<file path="src/rtl/hyp_trap_cfg.svh">
`ifndef HYP_TRAP_CFG_SVH
`define HYP_TRAP_CFG_SVH

// Encoding of the feature-trap register in the coprocessor space.
`define FTC_COPROC 4'hf
`define FTC_OPC1   3'h4
`define FTC_CRN    4'h1
`define FTC_CRM    4'h1
`define FTC_OPC2   3'h2

// Encoding of the configuration register in the coprocessor space.
`define HCC_COPROC 4'hf
`define HCC_OPC1   3'h4
`define HCC_CRN    4'h1
`define HCC_CRM    4'h1
`define HCC_OPC2   3'h0

// Coprocessor number of the system control space.
`define SYS_COPROC 4'hf

// Field positions of the configuration register.
`define MEM_RD_TRAP_BIT   30
`define HYPCALL_DIS_BIT   29
`define GEN_EXC_TRAP_BIT  27
`define MEM_WR_TRAP_BIT   26
`define UNIF_MAINT_BIT    24
`define COH_MAINT_BIT     23
`define SETWAY_MAINT_BIT  22
`define AUX_TRAP_BIT      21
`define IMPDEF_TRAP_BIT   20
`define ID3_TRAP_BIT      18
`define VSERR_PEND_BIT    8
`define VIRQ_PEND_BIT     7
`define VFIQ_PEND_BIT     6
`define SERR_OVR_BIT      5
`define IRQ_OVR_BIT       4
`define FIQ_OVR_BIT       3

// Field positions and fixed bits of the feature-trap register.
`define FP_TRAP_BIT       10
`define FP_TRAP_MIRROR    11
`define FTC_RES1          32'h000033ff

// Writable bits of the configuration register; the rest read as zero.
`define HCC_WMASK         32'h6df7ffff

// Reset values.
`define HCC_RST           32'h00000000
`define FTC_TRAP_RST      1'b0

// Per-CRm masks of the implementation-defined encodings.
`define IMPDEF_C9_MASK    16'h01e7
`define IMPDEF_C10_MASK   16'h0113
`define IMPDEF_C11_MASK   16'h81ff

// Per-opc2 masks of the ID group 3 encodings, mandatory and optional.
`define ID3_C3_MASK       8'h07
`define ID3_C467_MASK     8'h03
`define ID3_C5_MASK       8'h33
`define ID3_C2_OPT        8'h80
`define ID3_C3_OPT        8'hf8
`define ID3_C467_OPT      8'hfc
`define ID3_C5_OPT        8'hcc

// Implementation choices.
`define IMPDEF_TRAP_EL0   1'b1
`define ID3_TRAP_OPT      1'b0

`endif

</file>
<file path="src/rtl/hyp_trap_pkg.sv">
package hyp_trap_pkg;

  typedef logic [1:0] el_t;

  typedef enum logic [3:0] {
    OP_SYSREG = 4'h0,
    OP_MEMCTL = 4'h1,
    OP_AUXCTL = 4'h2,
    OP_FP     = 4'h3,
    OP_HVC    = 4'h4,
    OP_CMO_PU = 4'h5,
    OP_CMO_PC = 4'h6,
    OP_CMO_SW = 4'h7,
    OP_EXC    = 4'h8,
    OP_ERET   = 4'h9
  } op_e;

  typedef enum logic [2:0] {
    ACT_NONE        = 3'h0,
    ACT_HYP_TRAP    = 3'h1,
    ACT_UNDEF_HYP   = 3'h2,
    ACT_UNDEF_LOCAL = 3'h3,
    ACT_UNDEF_UND   = 3'h4,
    ACT_ROUTE_EL2   = 3'h5,
    ACT_ILLEGAL_RET = 3'h6
  } act_e;

  typedef struct packed {
    logic [3:0] coproc;
    logic [2:0] opc1;
    logic [3:0] crn;
    logic [3:0] crm;
    logic [2:0] opc2;
    logic       is_write;
  } sysreg_s;

  typedef struct packed {
    op_e         op;
    el_t         el;
    sysreg_s     sr;
    logic        lower_trap;
    logic [31:0] wdata;
  } chk_s;

  typedef struct packed {
    logic ftc;
    logic hcc;
    logic impdef;
    logic id3;
  } regcls_s;

  typedef struct packed {
    act_e        act;
    logic [31:0] rdata;
  } res_s;

endpackage

</file>
<file path="src/rtl/sysreg_decode.sv">
`timescale 1ns/1ps
`include "hyp_trap_cfg.svh"

module sysreg_decode
  import hyp_trap_pkg::*;
(
  // Access encoding.
  input  sysreg_s sr,
  // Register classes.
  output regcls_s cls
);

  wire        sys_space;
  wire [15:0] impdef_mask;
  wire [7:0]  id3_mask;
  wire [7:0]  id3_opt;
  wire        crm_467;
  wire        id3_base;

  assign sys_space = (sr.coproc == `SYS_COPROC);

  assign cls.ftc = (sr.coproc == `FTC_COPROC) && (sr.opc1 == `FTC_OPC1) &&
                   (sr.crn == `FTC_CRN) && (sr.crm == `FTC_CRM) &&
                   (sr.opc2 == `FTC_OPC2);
  assign cls.hcc = (sr.coproc == `HCC_COPROC) && (sr.opc1 == `HCC_OPC1) &&
                   (sr.crn == `HCC_CRN) && (sr.crm == `HCC_CRM) &&
                   (sr.opc2 == `HCC_OPC2);

  // Every opc1 and opc2 value is covered, so only CRn and CRm select.
  assign impdef_mask = (sr.crn == 4'h9) ? `IMPDEF_C9_MASK :
                       (sr.crn == 4'ha) ? `IMPDEF_C10_MASK :
                       (sr.crn == 4'hb) ? `IMPDEF_C11_MASK : 16'h0000;
  assign cls.impdef  = sys_space && impdef_mask[sr.crm];

  assign crm_467  = (sr.crm == 4'h4) || (sr.crm == 4'h6) || (sr.crm == 4'h7);
  assign id3_base = sys_space && (sr.opc1 == 3'h0) && (sr.crn == 4'h0);
  assign id3_mask = (sr.crm == 4'h3) ? `ID3_C3_MASK :
                    (sr.crm == 4'h5) ? `ID3_C5_MASK :
                    crm_467          ? `ID3_C467_MASK : 8'h00;
  assign id3_opt  = (sr.crm == 4'h2) ? `ID3_C2_OPT :
                    (sr.crm == 4'h3) ? `ID3_C3_OPT :
                    (sr.crm == 4'h5) ? `ID3_C5_OPT :
                    crm_467          ? `ID3_C467_OPT : 8'h00;
  assign cls.id3  = id3_base &&
                    (id3_mask[sr.opc2] || (`ID3_TRAP_OPT && id3_opt[sr.opc2]));

endmodule

</file>
<file path="src/rtl/hyp_trap_config.sv">
`timescale 1ns/1ps
`include "hyp_trap_cfg.svh"

// Overview of operation
// - Floating-point trap bit set traps FP/vector use unless an EL1 control traps.
// - Trapped use gives Hyp Trap from EL0/EL1, undefined-to-Hyp from Hyp.
// - FP trap covers FP instructions, FP register file and FP system registers.
// - Feature-trap register is reached at coproc 1111, 100, 0001, 0001, 010.
// - Configuration register is 32 bits; bits 31, 28, 25, 19 read zero.
// - Memory-control read trap (bit 30) traps EL1 reads of memory controls.
// - Hypercall disable (bit 29) makes hypercalls undefined at EL2 and EL1.
// - Hypercalls at EL0 are always undefined.
// - General exception trap (bit 27) routes EL1-bound exceptions to EL2.
// - With it set, region enable acts 0 and mask overrides act 1.
// - With it set, virtual interrupts are off and returns to EL1 illegal.
// - With it set, the three debug-access trap bits act as 1.
// - Memory-control write trap (bit 26) traps EL1 writes of memory controls.
// - Unification maintenance trap (bit 24) traps EL1 point-of-unification ops.
// - Coherency maintenance trap (bit 23) traps EL1 point-of-coherency ops.
// - Set/way maintenance trap (bit 22) traps EL1 set/way ops.
// - Cache maintenance at EL0 is undefined, ahead of any trap to EL2.
// - Auxiliary-control trap (bit 21) traps EL1 auxiliary control accesses.
// - Implementation-defined trap (bit 20) traps EL1 c9/c10/c11 listed accesses.
// - EL0 such accesses either trap to Hyp or are undefined to Undefined mode.
// - ID group 3 trap (bit 18) traps EL1 reads of feature ID registers.
// - Trap fields reset to zero.

module hyp_trap_config
  import hyp_trap_pkg::*;
(
  // Clock and reset.
  input  wire logic        clk,
  input  wire logic        rst,
  // Check request from the pipeline.
  input  wire logic        chk_valid,
  input  chk_s             chk,
  // Check answer.
  output logic             res_valid,
  output res_s             res,
  // State seen by other logic.
  input  wire logic        region_enable_bit,
  input  wire logic [2:0]  hyp_debug_control,
  output logic             eff_region_enable,
  output logic [2:0]       eff_mask_override,
  output logic [2:0]       eff_virt_pending,
  output logic [2:0]       eff_debug_trap,
  output logic             fp_vector_trap,
  output logic [31:0]      hyp_configuration_control
);

  logic        fp_trap_q;
  logic [31:0] hcc_q;
  logic        res_valid_q;
  res_s        res_q;
  logic        eff_region_q;
  logic [2:0]  eff_mask_q;
  logic [2:0]  eff_virt_q;
  logic [2:0]  eff_dbg_q;

  regcls_s     cls;

  wire         el0;
  wire         el1;
  wire         el2;
  wire         is_wr;
  wire         general_exception_trap;
  wire         own_reg;
  wire         reg_wr;
  wire         ftc_wr;
  wire         hcc_wr;
  wire [31:0]  ftc_rd;
  wire [31:0]  rd_val;
  wire [2:0]   mask_raw;
  wire [2:0]   virt_raw;
  wire         cmo_bit;
  wire         mem_bit;
  act_e        act_fp;
  act_e        act_hvc;
  act_e        act_cmo;
  act_e        act_sys;
  act_e        act_imp;
  act_e        act_sel;

  sysreg_decode u_dec (
    .sr  (chk.sr),
    .cls (cls)
  );

  assign el0   = (chk.el == 2'h0);
  assign el1   = (chk.el == 2'h1);
  assign el2   = (chk.el == 2'h2);
  assign is_wr = chk.sr.is_write;
  assign general_exception_trap   = hcc_q[`GEN_EXC_TRAP_BIT];

  // Only Hyp mode reaches these two registers.
  assign own_reg = cls.ftc || cls.hcc;
  assign reg_wr  = chk_valid && (chk.op == OP_SYSREG) && el2 && is_wr;
  assign ftc_wr  = reg_wr && cls.ftc;
  assign hcc_wr  = reg_wr && cls.hcc;

  // The unused mirror bit always reads back equal to the trap bit.
  assign ftc_rd = `FTC_RES1 | ({31'h0, fp_trap_q} << `FP_TRAP_BIT) |
                  ({31'h0, fp_trap_q} << `FP_TRAP_MIRROR);
  assign rd_val = !el2   ? 32'h00000000 :
                  cls.ftc ? ftc_rd :
                  cls.hcc ? hcc_q : 32'h00000000;

  // An EL1-level access control already claims the access, so no Hyp trap.
  assign act_fp = (!fp_trap_q || chk.lower_trap) ? ACT_NONE :
                  el2 ? ACT_UNDEF_HYP : ACT_HYP_TRAP;

  assign act_hvc = el0 ? ACT_UNDEF_LOCAL :
                   hcc_q[`HYPCALL_DIS_BIT] ? ACT_UNDEF_LOCAL : ACT_NONE;

  assign cmo_bit = (chk.op == OP_CMO_PU) ? hcc_q[`UNIF_MAINT_BIT] :
                   (chk.op == OP_CMO_PC) ? hcc_q[`COH_MAINT_BIT] :
                   hcc_q[`SETWAY_MAINT_BIT];
  assign act_cmo = el0 ? ACT_UNDEF_LOCAL :
                   (el1 && cmo_bit) ? ACT_HYP_TRAP : ACT_NONE;

  assign mem_bit = is_wr ? hcc_q[`MEM_WR_TRAP_BIT] :
                   hcc_q[`MEM_RD_TRAP_BIT];

  // EL0 either traps to Hyp or is undefined to Undefined mode.
  assign act_imp = el1 ? ACT_HYP_TRAP :
                   el0 ? (`IMPDEF_TRAP_EL0 ? ACT_HYP_TRAP : ACT_UNDEF_UND) :
                   ACT_NONE;

  assign act_sys = own_reg ? (el2 ? ACT_NONE : ACT_UNDEF_LOCAL) :
                   (cls.impdef && hcc_q[`IMPDEF_TRAP_BIT]) ? act_imp :
                   (cls.id3 && el1 && !is_wr && hcc_q[`ID3_TRAP_BIT]) ?
                   ACT_HYP_TRAP : ACT_NONE;

  always_comb begin
    act_sel = ACT_NONE;
    unique case (chk.op)
      OP_SYSREG: act_sel = act_sys;
      OP_MEMCTL: act_sel = (el1 && mem_bit) ? ACT_HYP_TRAP : ACT_NONE;
      OP_AUXCTL: act_sel = (el1 && hcc_q[`AUX_TRAP_BIT]) ? ACT_HYP_TRAP : ACT_NONE;
      OP_FP:     act_sel = act_fp;
      OP_HVC:    act_sel = act_hvc;
      OP_CMO_PU: act_sel = act_cmo;
      OP_CMO_PC: act_sel = act_cmo;
      OP_CMO_SW: act_sel = act_cmo;
      OP_EXC:    act_sel = general_exception_trap ? ACT_ROUTE_EL2 : ACT_NONE;
      OP_ERET:   act_sel = general_exception_trap ? ACT_ILLEGAL_RET : ACT_NONE;
      default:   act_sel = ACT_NONE;
    endcase
  end

  // Effective views; direct reads still see the stored bits.
  assign mask_raw = {hcc_q[`FIQ_OVR_BIT], hcc_q[`IRQ_OVR_BIT], hcc_q[`SERR_OVR_BIT]};
  assign virt_raw = {hcc_q[`VFIQ_PEND_BIT], hcc_q[`VIRQ_PEND_BIT],
                     hcc_q[`VSERR_PEND_BIT]};

  always_ff @(posedge clk or posedge rst) begin
    if (rst) begin
      fp_trap_q <= `FTC_TRAP_RST;
      hcc_q     <= `HCC_RST;
    end else begin
      if (ftc_wr) begin
        fp_trap_q <= chk.wdata[`FP_TRAP_BIT];
      end
      if (hcc_wr) begin
        hcc_q <= chk.wdata & `HCC_WMASK;
      end
    end
  end

  always_ff @(posedge clk or posedge rst) begin
    if (rst) begin
      res_valid_q <= 1'b0;
      res_q       <= '{act: ACT_NONE, rdata: 32'h00000000};
    end else begin
      res_valid_q <= chk_valid;
      res_q.act   <= chk_valid ? act_sel : ACT_NONE;
      res_q.rdata <= (chk_valid && (chk.op == OP_SYSREG) && !is_wr) ? rd_val : 32'h00000000;
    end
  end

  // Virtual interrupts need their override; all three shut off under the trap.
  always_ff @(posedge clk or posedge rst) begin
    if (rst) begin
      eff_region_q <= 1'b0;
      eff_mask_q   <= 3'h0;
      eff_virt_q   <= 3'h0;
      eff_dbg_q    <= 3'h0;
    end else begin
      eff_region_q <= region_enable_bit && !general_exception_trap;
      eff_mask_q   <= mask_raw | {3{general_exception_trap}};
      eff_virt_q   <= virt_raw & mask_raw & {3{!general_exception_trap}};
      eff_dbg_q    <= hyp_debug_control | {3{general_exception_trap}};
    end
  end

  assign res_valid                 = res_valid_q;
  assign res                       = res_q;
  assign eff_region_enable         = eff_region_q;
  assign eff_mask_override         = eff_mask_q;
  assign eff_virt_pending          = eff_virt_q;
  assign eff_debug_trap            = eff_dbg_q;
  assign fp_vector_trap            = fp_trap_q;
  assign hyp_configuration_control = hcc_q;

  property p_fp_trap;
    @(posedge clk) disable iff (rst)
    (chk_valid && chk.op == OP_FP && fp_trap_q && !chk.lower_trap && !el2)
      |=> (res_valid && res.act == ACT_HYP_TRAP);
  endproperty
  a_fp_trap: assert property (p_fp_trap) else $error("fp use not trapped to hyp");

  property p_fp_hyp;
    @(posedge clk) disable iff (rst)
    (chk_valid && chk.op == OP_FP && fp_trap_q && !chk.lower_trap && el2)
      |=> (res.act == ACT_UNDEF_HYP);
  endproperty
  a_fp_hyp: assert property (p_fp_hyp) else $error("fp use in hyp not undefined");

  property p_fp_lower;
    @(posedge clk) disable iff (rst)
    (chk_valid && chk.op == OP_FP && (chk.lower_trap || !fp_trap_q))
      |=> (res.act == ACT_NONE);
  endproperty
  a_fp_lower: assert property (p_fp_lower) else $error("fp trap overrode el1 control");

  property p_ftc_wr;
    @(posedge clk) disable iff (rst)
    ftc_wr |=> (fp_vector_trap == $past(chk.wdata[`FP_TRAP_BIT]));
  endproperty
  a_ftc_wr: assert property (p_ftc_wr) else $error("feature trap write lost");

  property p_res0;
    @(posedge clk) disable iff (rst)
    hcc_wr |=> ((hyp_configuration_control & ~`HCC_WMASK) == 32'h00000000);
  endproperty
  a_res0: assert property (p_res0) else $error("reserved config bit set");

  property p_hvc_el0;
    @(posedge clk) disable iff (rst)
    (chk_valid && chk.op == OP_HVC && el0) |=> (res.act == ACT_UNDEF_LOCAL);
  endproperty
  a_hvc_el0: assert property (p_hvc_el0) else $error("el0 hypercall not undefined");

  property p_hvc_dis;
    @(posedge clk) disable iff (rst)
    (chk_valid && chk.op == OP_HVC && !el0)
      |=> (res.act == ($past(hcc_q[`HYPCALL_DIS_BIT]) ? ACT_UNDEF_LOCAL : ACT_NONE));
  endproperty
  a_hvc_dis: assert property (p_hvc_dis) else $error("hypercall disable ignored");

  property p_route;
    @(posedge clk) disable iff (rst)
    (chk_valid && chk.op == OP_EXC && general_exception_trap) |=> (res.act == ACT_ROUTE_EL2);
  endproperty
  a_route: assert property (p_route) else $error("exception not routed to el2");

  property p_tge_view;
    @(posedge clk) disable iff (rst)
    general_exception_trap |=> (eff_mask_override == 3'h7 && !eff_region_enable && eff_virt_pending == 3'h0);
  endproperty
  a_tge_view: assert property (p_tge_view) else $error("tge effective view wrong");

  property p_dbg;
    @(posedge clk) disable iff (rst)
    general_exception_trap |=> (eff_debug_trap == 3'h7);
  endproperty
  a_dbg: assert property (p_dbg) else $error("debug traps not forced");

  property p_cmo_el0;
    @(posedge clk) disable iff (rst)
    (chk_valid && (chk.op == OP_CMO_PU || chk.op == OP_CMO_PC || chk.op == OP_CMO_SW) && el0)
      |=> (res.act == ACT_UNDEF_LOCAL);
  endproperty
  a_cmo_el0: assert property (p_cmo_el0) else $error("el0 cache op not undefined");

  property p_aux;
    @(posedge clk) disable iff (rst)
    (chk_valid && chk.op == OP_AUXCTL && el1 && hcc_q[`AUX_TRAP_BIT])
      |=> (res.act == ACT_HYP_TRAP);
  endproperty
  a_aux: assert property (p_aux) else $error("aux control access not trapped");

  property p_mem_rd;
    @(posedge clk) disable iff (rst)
    (chk_valid && chk.op == OP_MEMCTL && el1 && !is_wr && hcc_q[`MEM_RD_TRAP_BIT])
      |=> (res.act == ACT_HYP_TRAP);
  endproperty
  a_mem_rd: assert property (p_mem_rd) else $error("mem ctrl read not trapped");

  property p_mem_wr;
    @(posedge clk) disable iff (rst)
    (chk_valid && chk.op == OP_MEMCTL && el1 && is_wr && hcc_q[`MEM_WR_TRAP_BIT])
      |=> (res.act == ACT_HYP_TRAP);
  endproperty
  a_mem_wr: assert property (p_mem_wr) else $error("mem ctrl write not trapped");

  property p_impdef;
    @(posedge clk) disable iff (rst)
    (chk_valid && chk.op == OP_SYSREG && el1 && cls.impdef && hcc_q[`IMPDEF_TRAP_BIT])
      |=> (res.act == ACT_HYP_TRAP);
  endproperty
  a_impdef: assert property (p_impdef) else $error("impdef access not trapped");

  property p_id3;
    @(posedge clk) disable iff (rst)
    (chk_valid && chk.op == OP_SYSREG && el1 && !is_wr && cls.id3 && hcc_q[`ID3_TRAP_BIT])
      |=> (res.act == ACT_HYP_TRAP);
  endproperty
  a_id3: assert property (p_id3) else $error("id group 3 read not trapped");

  property p_eret;
    @(posedge clk) disable iff (rst)
    (chk_valid && chk.op == OP_ERET && general_exception_trap) |=> (res.act == ACT_ILLEGAL_RET);
  endproperty
  a_eret: assert property (p_eret) else $error("return to el1 not illegal");

endmodule

</file>
<file path="config.mk">
export PLATFORM = sky130hd
export DESIGN_NAME = hyp_trap_config
export DESIGN_NICKNAME = d
export VERILOG_FILES = /design/src/rtl/hyp_trap_pkg.sv /design/src/rtl/sysreg_decode.sv /design/src/rtl/hyp_trap_config.sv
export VERILOG_INCLUDE_DIRS = /design/src /design/src/rtl
export SDC_FILE = /design/constraint.sdc
export NUM_CORES = 1
export LEC_CHECK = 0
export ABC_CLOCK_PERIOD_IN_PS = 4200
export BUFFER_PORTS_ARGS = -buffer_cell sky130_fd_sc_hd__clkbuf_2
export CELL_PAD_IN_SITES_DETAIL_PLACEMENT = 1
export CELL_PAD_IN_SITES_GLOBAL_PLACEMENT = 2
export CORE_UTILIZATION = 31
export CTS_CLUSTER_SIZE = 14
export DETAILED_ROUTE_END_ITERATION = 12
export PLACE_DENSITY = 0.85
export SLEW_MARGIN = 20
export SYNTH_ARGS = -nofsm -noshare
export SYNTH_HDL_FRONTEND = slang
export SYNTH_SLANG_ARGS = --single-unit
</file>
<file path="constraint.sdc">
create_clock -name clk -period 4.2 [get_ports clk]
set_clock_uncertainty 0.05 [all_clocks]
set_input_delay 0.42 -clock clk [delete_from_list [all_inputs] [get_ports clk]]
set_output_delay 0.42 -clock clk [all_outputs]
set_load 0.05 [all_outputs]
</file>
Word-level counts from Yosys, hierarchy flattened:

Index checks and enable logic that the tools add are counted.
W data, S select, Z words.

* bits in registers: 74
* output and inout port bits: 79

* magnitude comparators: 2
* equal/unequal tests: 24
* mux-type cells: 35
* bitwise gates (word level): 5
* reduce and logical (&&, ||, !) cells: 36

Operator list (number)
* $mux W31: 4
* $mux W16: 3
* $eq A4 B3 Y1 const B: 8
* $eq A4 B4 Y1 const B: 6
* $pmux W3 S8: 1
* $logic_and A1 B1 Y1: 23
* $mux W2: 8
* $mux W8: 2
* $or A14 B12 Y14: 1
* $eq A4 B1 Y1 const B: 3
* $eq A4 B2 Y1 const B: 3
* $mux W1: 12
* $mux W3: 3
* $logic_not A4 Y1: 2
* $and A3 B3 Y3: 2
* $logic_not A3 Y1: 2
* $or A3 B3 Y3: 2
* $lt A4 B5 Y1 const B: 1
* $bmux W1 S4: 1
* $logic_or A1 B1 Y1: 4
* $lt A3 B4 Y1 const B: 1
* $bmux W1 S3: 1
* $eq A3 B2 Y1 const B: 1
* $eq A3 B3 Y1 const B: 1
* 5 further kinds: 7

Logic depth before layout (Yosys ltp):

* depth after elaboration: 17
* depth in mapped cells: 7
* gate-level depth less buffers: 5

Cells and area by module:

From an unflattened synthesis, not the netlist that was laid out.

* cell total of the unflattened synthesis: 235
* area total of the unflattened synthesis: 3061.7 µm²

Modules (own cells, without submodules)
* hyp_trap_config: instances 1, cells each 209, area an instance 2891.5 µm², sequential area each 1776.7 µm²
* sysreg_decode: instances 1, cells each 26, area an instance 170.2 µm², sequential area each 0.0 µm²

Least setup slack after synthesis:

Ideal clock, no wire load.

* path kind: input -> register
* from: input port chk[55] (netlist name)
* to: register hcc_q[0], in the netlist hyp_configuration_control[0]
* setup time: 0.125 ns
* arrival time: 1.813 ns
* required time: 4.025 ns
* path slack: 2.212 ns
* cell stages on the path: 7
* path buffers: 3
* path through: clkbuf_1 -> nor4_4 -> nand4_1 -> nand2b_1 -> buf_6 -> buf_12 -> mux2_4

* longest elaborated chain between the ends: 5

Ends and longest elaborated chain
* start, declared: RTL line hyp_trap_config.sv:36 `input chk_s chk,`
* $logic_not A4 Y1: RTL line hyp_trap_config.sv:97 `assign reg_wr = chk_valid && (chk.op == OP_SYSREG) && el2 && is_wr;`
* $logic_and A1 B1 Y1 (3 in series): RTL line hyp_trap_config.sv:97
* $logic_and A1 B1 Y1: RTL line hyp_trap_config.sv:99 `assign hcc_wr = reg_wr && cls.hcc;`
* end signal, assigned: RTL line hyp_trap_config.sv:159 `` hcc_q <= `HCC_RST; ``
* end signal, assigned: RTL line hyp_trap_config.sv:165 `` hcc_q <= chk.wdata & `HCC_WMASK; ``
* end, declared: RTL line hyp_trap_config.sv:52 `logic [31:0] hcc_q;`

No other way between the ends.
A chain may end at the register's enable or synchronous reset.

Worst setup path in the final report:

* from: input port chk[39] (netlist name)
* to: register hcc_q[3], in the netlist hyp_configuration_control[3]

* longest elaborated chain between the ends: 4

Ends and longest elaborated chain
* $eq A4 B1 Y1 (no line)
* $logic_and A1 B1 Y1 (2 in series): RTL line sysreg_decode.sv:25 `` assign cls.hcc = (sr.coproc == `HCC_COPROC) && (sr.opc1 == `HCC_OPC1) && ``
* $logic_and A1 B1 Y1: RTL line hyp_trap_config.sv:99

No other way between the ends.

==> impl_metrics.ini <==
[place]
place_ws_ns = 1.436
placed_area_um2 = 3797
gp_congestion = 0.8447
io_buffer_count = 131
place_hpwl_mm = 5.937

[pwr]
vdd_drop_max_uv = 137.0
power_frac_comb_pct = 7.7
p_switching_w = 0.0003178
leakage_nw = 2.236
swShare_pct = 23.74
p_total_w = 0.001339
pwr-share-clk_pct = 41.0
internal_power_w = 0.001021
powerDensity_nw_per_um2 = 335.1
p_seq_share_pct = 51.3

[clock_tree]
numCtsBuffers = 9
cts_resized = 0
clk_pin_slew_ns = 0.07
clock_path_buffers = 2
cts_setup_buffers = 0
ctsHoldBuffers = 0
clkSinkCount = 71
clkLatencyLatePin_ns = 0.34
root_buffer = clkbuf_8
cts_max_level = 3
cts_tree = built

[synth]
synthTopCellsByCount = dfrtp_1, mux2_4, and3_1, nand2_1, o21a_1
yosys_warnings = 0
yosysSeqAreaShare_pct = 57.70
netlist.top_cell.by_area = dfrtp_1
ys_types = 48
synth-async-reset-ratio_pct = 100.0
synth_most_common_cell = dfrtp_1
synth_cells = 231
synth_top_area_share_pct = 57.70
yosys_register_bits = 71
synthTopCellsByArea = dfrtp_1, mux2_4, mux2_2, o21a_1, and3_1
synth_edf_count = 0
syn_area_um2 = 3079
avgSynthCellArea_um2 = 13.33
ys.flop_type = dfrtp_1

[cells_and_area]
areaGrowthSynthToFinish_pct = 29.74
diodes = 0
layout.nets = 429
drive_gt1_share_pct = 52.17
final_cell_area_um2 = 3995

[critical_path]
end_kind = flop
path_class = in2reg
critPathMaxFanout = 28
critPathArrivalTime_ns = 2.54
rrSetupSlack_ns = 2.63
crit_path_start_kind = primary input
required_ns = 4.37

[global_route]
met1_usage_pct = 20.45
grt_pass1_vias = 2365
grt_start_max_net_pins = 38
antenna_found_initial = 0
grtUsageMet3_pct = 4.693
overflow = 0
top_usage_layer = met2
grt_use_total_pct = 16.14
met2_usage_pct = 26.56
grt_pass1_wl_mm = 12.47

[drt]
drc = 0
vias = 2308
firstDrtPassIters = 4
wl_per_cell_um = 16.14
totalWireLength_mm = 8.084
viasPerCell = 4.607
drt_iter0_drc = 44
drtAntennaViolNets = 0

[sta]
fin_ws_ns = 1.821
hold_slack_ns = 0.07341
period_share_pct = 56.64
slew_headroom_pct = 32.27
period_needed_ns = 2.379
setup_viol = 0
setup-tns-final_ns = 0
hold_viol_final = 0
worst_slew_pin_slew_ns = 1.016
slew_violations = 0
rsz0062_at_grt = false
fmax_mhz = 420.4

[die]
pin_count = 144
die_w_um = 101.7
core_um2 = 9684
die_h_um = 101.7
rows = 36
start_util_pct = 31.80
dieArea_um2 = 10340

[worst_hold_path]
hold_path_class = in2async

[job]
max-cap-violations = 0

[status]
run_status = completed
[power by group through the flow]
stage | clock network, W | logic [W] | registers [W]
2_1_floorplan | 0 | 0.0000508 | 0.000710
3_3_place_gp | 0 | 0.000104 | 0.000700
3_5_place_dp | 0 | 0.000105 | 0.000700
4_1_cts | 0.000568 | 0.000105 | 0.000687
5_1_grt | 0.000597 | 0.000114 | 0.000687
6_report | 0.000548 | 0.000104 | 0.000687
[critical path, stage by stage]
cell	delay, ns
clkbuf_2	0.15
nor4b_2	0.33
and4b_1	0.28
nand4_1	0.14
nand2b_2	0.71
mux2_4	0.52
[cell families after synthesis]
| logic type | count (synthesis) | share of synthesized area (%) |
|---|---|---|
| compound gates | 30 | 7.070 |
| mux | 31 | 13.73 |
| buf+inv | 23 | 5.445 |
| flops | 71 | 57.70 |
| other cells | 1 | 0.1218 |
| simple gates | 75 | 15.93 |
[state kept, by name, summed over array words and instances, names as in the netlist]
name / cells
eff_debug_trap: 3
eff_mask_override: 3
eff_region_enable: 1
eff_virt_pending: 3
fp_vector_trap: 1
hyp_configuration_control: 28
res: 31
res_valid: 1
[final timing paths]
path | start | to | depth (start not counted)
max in group asynchronous | rst | res[8] | 3
worst max-delay path | chk[39] | hyp_configuration_control[3] | 6
min in group clk | chk_valid | res_valid | 1
worst min register to register | hyp_configuration_control[1] | res[1] | 1
worst min-delay path | rst | res[13] | 2
worst max register to register | hyp_configuration_control[27] | res[32] | 4
[stage by stage]
step,util (%),instances
final,41.25,501
after global routing,41.25,501
after CTS,41.25,501
after detailed placement,39.21,486
after global placement,39.21,486
after floorplan,-,238
[routing by layer]
layer	routed length (um)	vias to the layer above
met3	416	5
met5	0	-
met4	82	0
met2	3978	77
li1	-	1069
met1	3606	1157
[layout make-up]
| cell class | instances | area [um2] |
|---|---|---|
| Fill cell | 1097 | 5689 |
| Clock inverter | 3 | 42.54 |
| Multi-Input combinational cell | 144 | 1164 |
| Sequential cell | 71 | 1777 |
| Timing Repair Buffer | 133 | 670.6 |
| Tap cell | 133 | 166.4 |
| Clock buffer | 12 | 155.1 |
| Inverter | 5 | 20.02 |
[layout by cell type (no fill, tap or decap), types with 6 or more instances in the layout]
cell	instances
and3_1	14
clkbuf_2	131
clkbuf_8	11
conb_1	8
dfrtp_1	71
mux2_2	10
mux2_4	20
nand2_1	14
nor2_1	7
o21a_1	13
or2_2	6
Note: power is estimated with default switching activity, not from simulation.
